File: config.mk
export PLATFORM = sky130hd
export DESIGN_NAME = gsc_counter
export DESIGN_NICKNAME = d
export VERILOG_FILES = /design/src/gsc_pkg.sv /design/src/gsc_sync3.sv /design/src/gsc_counter.sv
export SDC_FILE = /design/constraint.sdc
export NUM_CORES = 1
export LEC_CHECK = 0
export CORE_ASPECT_RATIO = 0.9
export CORE_UTILIZATION = 68
export CTS_CLUSTER_SIZE = 20
export DETAILED_ROUTE_END_ITERATION = 10
export DONT_BUFFER_PORTS = 1
export PLACE_DENSITY_LB_ADDON = 0.05
export SYNTH_ARGS = -nofsm -noshare
export SYNTH_HDL_FRONTEND = slang
export SYNTH_SLANG_ARGS = --single-unit
File: constraint.sdc
create_clock -name MCLK -period 5.5 [get_ports MCLK]
set_input_delay 1.1 -clock MCLK [delete_from_list [all_inputs] [get_ports MCLK]]
set_output_delay 1.1 -clock MCLK [all_outputs]
set_load 0.01 [all_outputs]
File: src/gsc_pkg.sv
package gsc_pkg;

    // register byte addresses
    localparam logic [7:0] OFS_CNT_LO   = 8'h00;
    localparam logic [7:0] OFS_CNT_HI   = 8'h04;
    localparam logic [7:0] OFS_CTRL     = 8'h08;
    localparam logic [7:0] OFS_GCTRL    = 8'h0C;
    localparam logic [7:0] OFS_IRQ_EN   = 8'h10;
    localparam logic [7:0] OFS_IRQ_FLAG = 8'h14;
    localparam logic [7:0] OFS_CORE_IE  = 8'h18;

    // counter_control fields
    localparam int CTRL_CSS_HI = 7;
    localparam int CTRL_CSS_LO = 6;
    localparam int CTRL_PS_HI  = 5;
    localparam int CTRL_PS_LO  = 4;
    localparam int CTRL_OSC    = 3;
    localparam int CTRL_SYNC   = 2;
    localparam int CTRL_ON     = 0;
    localparam logic [7:0] CTRL_WMASK = 8'hFD;

    // counter_gate_control fields
    localparam int GCTRL_GE     = 7;
    localparam int GCTRL_POL    = 6;
    localparam int GCTRL_VAL    = 2;
    localparam int GCTRL_GSS_HI = 1;
    localparam int GCTRL_GSS_LO = 0;
    localparam logic [7:0] GCTRL_WMASK = 8'hC3;

    // interrupt fields
    localparam int IRQ_OVF_BIT = 0;
    localparam int CORE_GIE    = 7;
    localparam int CORE_PERIPHERAL_IRQ_ENABLE   = 6;

    // reset values and the count maximum
    localparam logic [7:0]  CTRL_RST  = 8'h00;
    localparam logic [7:0]  GCTRL_RST = 8'h00;
    localparam logic [15:0] COUNT_RST = 16'h0000;
    localparam logic [15:0] COUNT_MAX = 16'hFFFF;

    // clock source encodings
    localparam logic [1:0] CSS_INSTR = 2'h0;
    localparam logic [1:0] CSS_SYS   = 2'h1;

    // timing
    localparam int MCLK_HZ      = 50000000;
    localparam int INSTR_HZ     = 12500000;
    localparam int INSTR_CYCLES = MCLK_HZ / INSTR_HZ;

    typedef struct packed {
        logic ff1;
        logic ff2;
        logic ff3;
        logic level;
    } gsc_sync_t;

    typedef struct packed {
        logic [15:0] count;
        logic [2:0]  presc;
        logic [7:0]  ctrl;
        logic [7:0]  gctrl;
        logic        ovf_flag;
        logic        ovf_ie;
        logic        glob_ie;
        logic        peri_ie;
        logic [1:0]  phase;
        logic        ext_prev;
        logic        ext_pend;
        logic [7:0]  rdata;
    } gsc_state_t;

endpackage : gsc_pkg

File: src/gsc_sync3.sv
`timescale 1ns/10ps
module gsc_sync3
    import gsc_pkg::*;
(
    // clock and reset
    input  wire logic MCLK,
    input  wire logic RST,
    // asynchronous input and its settled level
    input  wire logic ASYNC_IN,
    output logic      LEVEL
);

    gsc_sync_t s_r;
    gsc_sync_t s_nxt;

    // the level moves only once the last two stages agree
    always_comb begin
        s_nxt     = s_r;
        s_nxt.ff1 = ASYNC_IN;
        s_nxt.ff2 = s_r.ff1;
        s_nxt.ff3 = s_r.ff2;
        if (s_r.ff2 == s_r.ff3) begin
            s_nxt.level = s_r.ff3;
        end
    end

    always_ff @(posedge MCLK) begin
        if (RST) begin
            s_r <= '0;
        end else begin
            s_r <= s_nxt;
        end
    end

    assign LEVEL = s_r.level;

endmodule : gsc_sync3

File: src/gsc_counter.sv
// Decided for this implementation: the APB register port and the register addresses.
`timescale 1ns/10ps
module gsc_counter
    import gsc_pkg::*;
(
    // clock and reset
    input  wire logic        MCLK,
    input  wire logic        RST,
    // apb slave
    input  wire logic        PSEL,
    input  wire logic        PENABLE,
    input  wire logic        PWRITE,
    input  wire logic [7:0]  PADDR,
    input  wire logic [31:0] PWDATA,
    output logic      [31:0] PRDATA,
    output logic             PREADY,
    output logic             PSLVERR,
    // counter and gate pins
    input  wire logic        COUNT_PIN,
    input  wire logic        CRYSTAL_IN_PIN,
    input  wire logic        GATE_INPUT,
    input  wire logic [2:0]  GATE_SRC,
    // power state and oscillator
    input  wire logic        SLEEP,
    output logic             LOW_POWER_OSC_RUN,
    // interrupt
    output logic             IRQ,
    output logic             WAKE
);

    gsc_state_t s_r;
    gsc_state_t s_nxt;

    logic       pin_lvl;
    logic       xtal_lvl;
    logic       gate_pin_lvl;
    logic       setup_ph;
    logic       access_ph;
    logic       wr_acc;
    logic       rd_acc;
    logic       mapped;
    logic [7:0] wbyte;
    logic [7:0] rd_mux;
    logic [1:0] css;
    logic [1:0] ps;
    logic       sync_mode;
    logic       instr_tick;
    logic       ext_lvl;
    logic       ext_rise;
    logic       src_tick;
    logic       gate_lvl;
    logic       permit;
    logic       step;
    logic       inc;
    logic [2:0] ps_mask;
    logic       wr_cnt;

    // external inputs cross into the MCLK domain
    gsc_sync3 u_sync_pin (
        .MCLK     (MCLK),
        .RST      (RST),
        .ASYNC_IN (COUNT_PIN),
        .LEVEL    (pin_lvl)
    );

    gsc_sync3 u_sync_xtal (
        .MCLK     (MCLK),
        .RST      (RST),
        .ASYNC_IN (CRYSTAL_IN_PIN),
        .LEVEL    (xtal_lvl)
    );

    gsc_sync3 u_sync_gate (
        .MCLK     (MCLK),
        .RST      (RST),
        .ASYNC_IN (GATE_INPUT),
        .LEVEL    (gate_pin_lvl)
    );

    // bus decode: zero wait states, read data caught in the setup cycle
    assign setup_ph  = PSEL && !PENABLE;
    assign access_ph = PSEL && PENABLE;
    assign wr_acc    = access_ph && PWRITE;
    assign rd_acc    = access_ph && !PWRITE;
    assign wbyte     = PWDATA[7:0];
    assign mapped    = (PADDR == OFS_CNT_LO) || (PADDR == OFS_CNT_HI)
                    || (PADDR == OFS_CTRL) || (PADDR == OFS_GCTRL)
                    || (PADDR == OFS_IRQ_EN) || (PADDR == OFS_IRQ_FLAG)
                    || (PADDR == OFS_CORE_IE);
    assign wr_cnt    = wr_acc
                    && (PADDR == OFS_CNT_LO || PADDR == OFS_CNT_HI);

    // counter clock selection
    assign css        = s_r.ctrl[CTRL_CSS_HI:CTRL_CSS_LO];
    assign ps         = s_r.ctrl[CTRL_PS_HI:CTRL_PS_LO];
    assign sync_mode  = !s_r.ctrl[CTRL_SYNC];
    assign instr_tick = (s_r.phase == 2'(INSTR_CYCLES - 1)) && !SLEEP;
    assign ext_lvl    = s_r.ctrl[CTRL_OSC] ? xtal_lvl : pin_lvl;
    assign ext_rise   = ext_lvl && !s_r.ext_prev;

    always_comb begin
        case (css)
            CSS_INSTR: src_tick = instr_tick;
            CSS_SYS:   src_tick = !SLEEP;
            default: begin
                if (sync_mode) begin
                    // aligned to the instruction phase, stops in sleep
                    src_tick = (ext_rise || s_r.ext_pend) && instr_tick;
                end else begin
                    // unaligned, keeps going while the core sleeps
                    src_tick = ext_rise;
                end
            end
        endcase
    end

    // gate: pin or one of three internal sources, then polarity
    assign gate_lvl = {GATE_SRC, gate_pin_lvl}
                      [s_r.gctrl[GCTRL_GSS_HI:GCTRL_GSS_LO]];
    assign permit   = !s_r.gctrl[GCTRL_GE]
                   || (gate_lvl == s_r.gctrl[GCTRL_POL]);

    // prescaler: a divide by 2^ps pulse out of a 3-bit step counter, cleared by count writes
    assign ps_mask = 3'((4'h1 << ps) - 4'h1);
    assign step    = s_r.ctrl[CTRL_ON] && permit && src_tick;
    assign inc     = step && ((s_r.presc & ps_mask) == ps_mask);

    always_comb begin
        case (PADDR)
            OFS_CNT_LO:   rd_mux = s_r.count[7:0];
            OFS_CNT_HI:   rd_mux = s_r.count[15:8];
            OFS_CTRL:     rd_mux = s_r.ctrl;
            OFS_GCTRL: begin
                rd_mux            = s_r.gctrl;
                rd_mux[GCTRL_VAL] = gate_lvl;
            end
            OFS_IRQ_EN: begin
                rd_mux              = 8'h00;
                rd_mux[IRQ_OVF_BIT] = s_r.ovf_ie;
            end
            OFS_IRQ_FLAG: begin
                rd_mux              = 8'h00;
                rd_mux[IRQ_OVF_BIT] = s_r.ovf_flag;
            end
            OFS_CORE_IE: begin
                rd_mux            = 8'h00;
                rd_mux[CORE_GIE]  = s_r.glob_ie;
                rd_mux[CORE_PERIPHERAL_IRQ_ENABLE] = s_r.peri_ie;
            end
            default:      rd_mux = 8'h00;
        endcase
    end

    always_comb begin
        s_nxt          = s_r;
        s_nxt.phase    = 2'(s_r.phase + 2'h1);
        if (s_r.phase == 2'(INSTR_CYCLES - 1)) begin
            s_nxt.phase = 2'h0;
        end
        if (SLEEP) begin
            s_nxt.phase = s_r.phase;
        end
        s_nxt.ext_prev = ext_lvl;
        // an edge seen off-phase waits for the next instruction tick;
        // leaving sync mode drops a waiting edge, entering it starts with none waiting
        if (!sync_mode || instr_tick) begin
            s_nxt.ext_pend = 1'b0;
        end else if (ext_rise) begin
            s_nxt.ext_pend = 1'b1;
        end
        if (step) begin
            s_nxt.presc = 3'(s_r.presc + 3'h1);
        end
        if (inc) begin
            s_nxt.count = 16'(s_r.count + 16'h0001);
        end
        // read clears only what was returned; a new overflow still lands
        if (rd_acc && PADDR == OFS_IRQ_FLAG && s_r.rdata[IRQ_OVF_BIT]) begin
            s_nxt.ovf_flag = 1'b0;
        end
        if (inc && s_r.count == COUNT_MAX) begin
            s_nxt.ovf_flag = 1'b1;
        end
        if (setup_ph) begin
            s_nxt.rdata = rd_mux;
        end
        if (wr_acc) begin
            case (PADDR)
                // a count byte write beats a coincident increment in that byte; the other byte still takes the increment
                OFS_CNT_LO: s_nxt.count[7:0]  = wbyte;
                OFS_CNT_HI: s_nxt.count[15:8] = wbyte;
                OFS_CTRL:   s_nxt.ctrl  = wbyte & CTRL_WMASK;
                OFS_GCTRL:  s_nxt.gctrl = wbyte & GCTRL_WMASK;
                OFS_IRQ_EN: s_nxt.ovf_ie = wbyte[IRQ_OVF_BIT];
                OFS_CORE_IE: begin
                    s_nxt.glob_ie = wbyte[CORE_GIE];
                    s_nxt.peri_ie = wbyte[CORE_PERIPHERAL_IRQ_ENABLE];
                end
                default: ;
            endcase
        end
        if (wr_cnt) begin
            s_nxt.presc = 3'h0;
        end
    end

    always_ff @(posedge MCLK) begin
        if (RST) begin
            s_r       <= '0;
            s_r.count <= COUNT_RST;
            s_r.ctrl  <= CTRL_RST;
            s_r.gctrl <= GCTRL_RST;
        end else begin
            s_r <= s_nxt;
        end
    end

    assign PRDATA            = {24'h000000, s_r.rdata};
    assign PREADY            = 1'b1;
    assign PSLVERR           = access_ph && !mapped;
    // oscillator enable ignores sleep on purpose
    assign LOW_POWER_OSC_RUN = s_r.ctrl[CTRL_OSC];
    assign IRQ  = s_r.ovf_flag && s_r.ovf_ie
               && s_r.glob_ie && s_r.peri_ie;
    // wake needs only the local enable, as the core may have irqs off
    assign WAKE = s_r.ovf_flag && s_r.ovf_ie;
endmodule : gsc_counter

==> results.json <==
{
  "min_from": "u_sync_xtal.s_nxt[2]",
  "comb_power_share": 0.029,
  "whs_ps": 443,
  "required_ps": 4400,
  "synth.avg_cell_area_um2": 8.68,
  "syn_area_um2": 3180,
  "postCtsHoldBufs": 0,
  "ys_seq_area_frac": 0.366,
  "die_h_um": 66.8,
  "synth_top_family_by_area": "simple AND/OR/NAND/NOR gates",
  "crit_path_end_kind": "output port",
  "finalClockSkew_ps": 7.64,
  "p_total_mw": 0.893,
  "outcome": "complete, no violations",
  "ys_ff_latch": 58,
  "cap_violations": 0,
  "clkTransAtPathRegs_ps": 60,
  "cts_sinks": 58,
  "core_um2": 4460,
  "r2r_setup_slack_ps": 2950,
  "synth_compound_area_frac": 0.125,
  "insertion_delay_ps": 350,
  "swShare": 0.216,
  "port_buffers": 0,
  "synth_top_cell_area_share": 0.366,
  "hold_class": "flop to flop",
  "die_w_um": 74.0,
  "p_int_mw": 0.700,
  "initial_utilization": 0.712,
  "cts_root_buffer": "clkbuf_8",
  "wl_per_cell_um": 15.8,
  "cts_tree": "done",
  "grt_overflow": 0,
  "layout-drive-gt1-share": 0.0904,
  "antenna_found_initial": 0,
  "place_worst_setup_slack_ps": 2410,
  "die_area_um2": 4950,
  "path_buf_inv": 0,
  "worst_pin_slew_ps": 1080,
  "cpMaxStageDelayCell": "nor3_1",
  "fin_setup_tns_ps": 0,
  "yosysUniqueCellTypes": 50,
  "synth_fa_ha_area_frac": 0.0118,
  "avgViaCountPerCell": 5.97,
  "area_growth_syn_to_layout_pct": 1.62,
  "max-slew-margin-rel": 0.278,
  "num_io_pins": 89,
  "critPathLaunchType": "input port",
  "r2r_start": "s_r[10]",
  "cpPeakStageDelay_ps": 380,
  "final-hold-violation-count": 0,
  "antenna_cells": 0,
  "rsz0062_at_grt": "false",
  "pwr-share-seq": 0.480,
  "critPathKind": "input port to output port",
  "grt_max_degree": 59,
  "worstHoldEndpoint": "u_sync_xtal.s_nxt[1]",
  "final_max_slew_viol_count": 0,
  "gp_congestion": 0.857,
  "placed_area_um2": 3010,
  "core.rowCount": 23,
  "period_share": 0.536,
  "dr.pass1.iters": 4,
  "worstPathArrival_ps": 1850,
  "leakagePower_nw": 1.20,
  "cts_resized": 0,
  "synth_simple_gate_area_share": 0.270,
  "synthTopCellsByArea": "dfxtp_1 37%, buf_4 7.8%, mux2i_1 6.0%",
  "vias": 2484,
  "reg2regPathDepth": 6,
  "place_hpwl_um": 4580,
  "synthCells": 366,
  "crit_fanout": 4,
  "yosysWarnings": 0,
  "cts_buffer_depth": 2,
  "cp_cell_sequence": "nor3_1 > and3_1 > nor2_1",
  "grt.total_usage": 0.289,
  "fin_area_um2": 3230,
  "clockPowerShare": 0.491,
  "drt_wl_total_um": 6560,
  "fin_nets": 404,
  "peakVddDrop_mv": 0.226,
  "path_delay_family": "simple AND/OR/NAND/NOR gates",
  "numCtsBuffers": 9,
  "yosys.area.top_type": "dfxtp_1",
  "p_per_area_nw_per_um2": 277,
  "grt_pass1_vias": 2188,
  "drtIter0Drc": 239,
  "synthMuxAreaShare": 0.0741,
  "drc": 0,
  "hold-path-cell-count": 1,
  "timing.final.ws_setup_ps": 2550,
  "ant_nets": 0,
  "fmaxAchievable_mhz": 339,
  "fin_crit_ps": 2950,
  "p_switching_mw": 0.193,
  "r2r-end": "s_r[42]",
  "post_cts_buffers": 0,
  "ctsHtreeMaxLevel": 3,
  "grt_pass1_wl_um": 10400,
  "synth_xor_xnor_area_share": 0.0441,
  "setup_viol": 0
}
[flip-flops by register name, indices dropped and copies added, names as in the netlist, 2 cells and up]
register	count
PRDATA	8
css	2
ps	2
s_r	33
u_sync_gate.s_nxt	2
u_sync_pin.s_nxt	2
u_sync_xtal.s_nxt	2
[how the worst max path moves through the flow]
stage             start      end  depth (start not counted)
4_1_cts        PADDR[5]  PSLVERR                          3
3_3_place_gp      SLEEP  s_r[42]                          6
6_report       PADDR[5]  PSLVERR                          3
2_1_floorplan  PADDR[3]  PSLVERR                          4
5_1_grt        PADDR[5]  PSLVERR                          3
3_5_place_dp      SLEEP  s_r[42]                          6
[metal layers]
metal	part of all wire	GRT usage
met1	0.46	0.361
met2	0.45	0.438
met3	0.075	0.127
met4	0.013	0.103
met5	0	0
[synth_stat cells (all sizes together)]
library cell  instances
nand2                25
conb                  2
a221o                 1
a311oi                1
xor2                  1
xnor2                15
clkbuf               13
nor3b                 2
a21boi                1
mux4                  1
a222oi                2
a21bo                 1
o21ai                 5
o22a                  1
nor2b                13
mux2i                19
nor2                 48
a21oi                14
a2111oi               2
a32oi                 1
nand2b                2
o21a                  1
and4                  3
nor4                 12
a211oi               18
buf                  38
nand3b                2
ha                    3
o41ai                 1
nand3                18
a22o                  3
and2                  5
o211ai                1
nand4                 2
inv                   2
a221oi                2
nor4b                 2
and3                 10
dfxtp                58
nor3                 13
mux2                  2
[kinds of logic after synthesis]
logic type                 Yosys count
and+or+nand+nor                    157
DFF                                 58
AOI/OAI and AO/OA                   55
buffers and inverters               53
muxes                               22
xor gates and xnor gates            16
adders and majority gates            3
other                                2
[per-stage QoR]
step	util	cells
CTS	0.723	416
floorplan	-	389
finish	0.723	416
detailed placement	0.674	400
global route	0.723	416
global placement	0.674	400
[placed cells by master, fill, tap and decap left out, types with 4 or more instances in the layout]
cell and n:
dfxtp_1 58, clkbuf_8 10, nor2_1 48, a21oi_1 14
nand3_1 18, nor3_1 12, nor2b_1 13, mux2i_1 19
xnor2_1 15, conb_1 25, nor4_2 8, and3_1 10
and2_1 4, a211oi_1 18, nand2_1 25, o21ai_0 5
[power by group through the flow]
stage                     logic, mW  registers (mW)  clock network [mW]
after global placement       0.0247           0.438                   0
after CTS                    0.0255           0.429               0.442
after detailed placement     0.0253           0.439                   0
after global routing         0.0291           0.430               0.463
final                        0.0256           0.429               0.439
after floorplan              0.0462           0.437                   0
[area by class of cell]
type | instances | area [um^2]
multi-input combinational | 278 | 1760
fill | 368 | 1230
sequential | 58 | 1160
clock buffer | 11 | 141
clock inverter | 5 | 77.6
tap | 62 | 77.6
inverter | 2 | 7.51
Note: power is estimated with default switching activity, not from simulation.
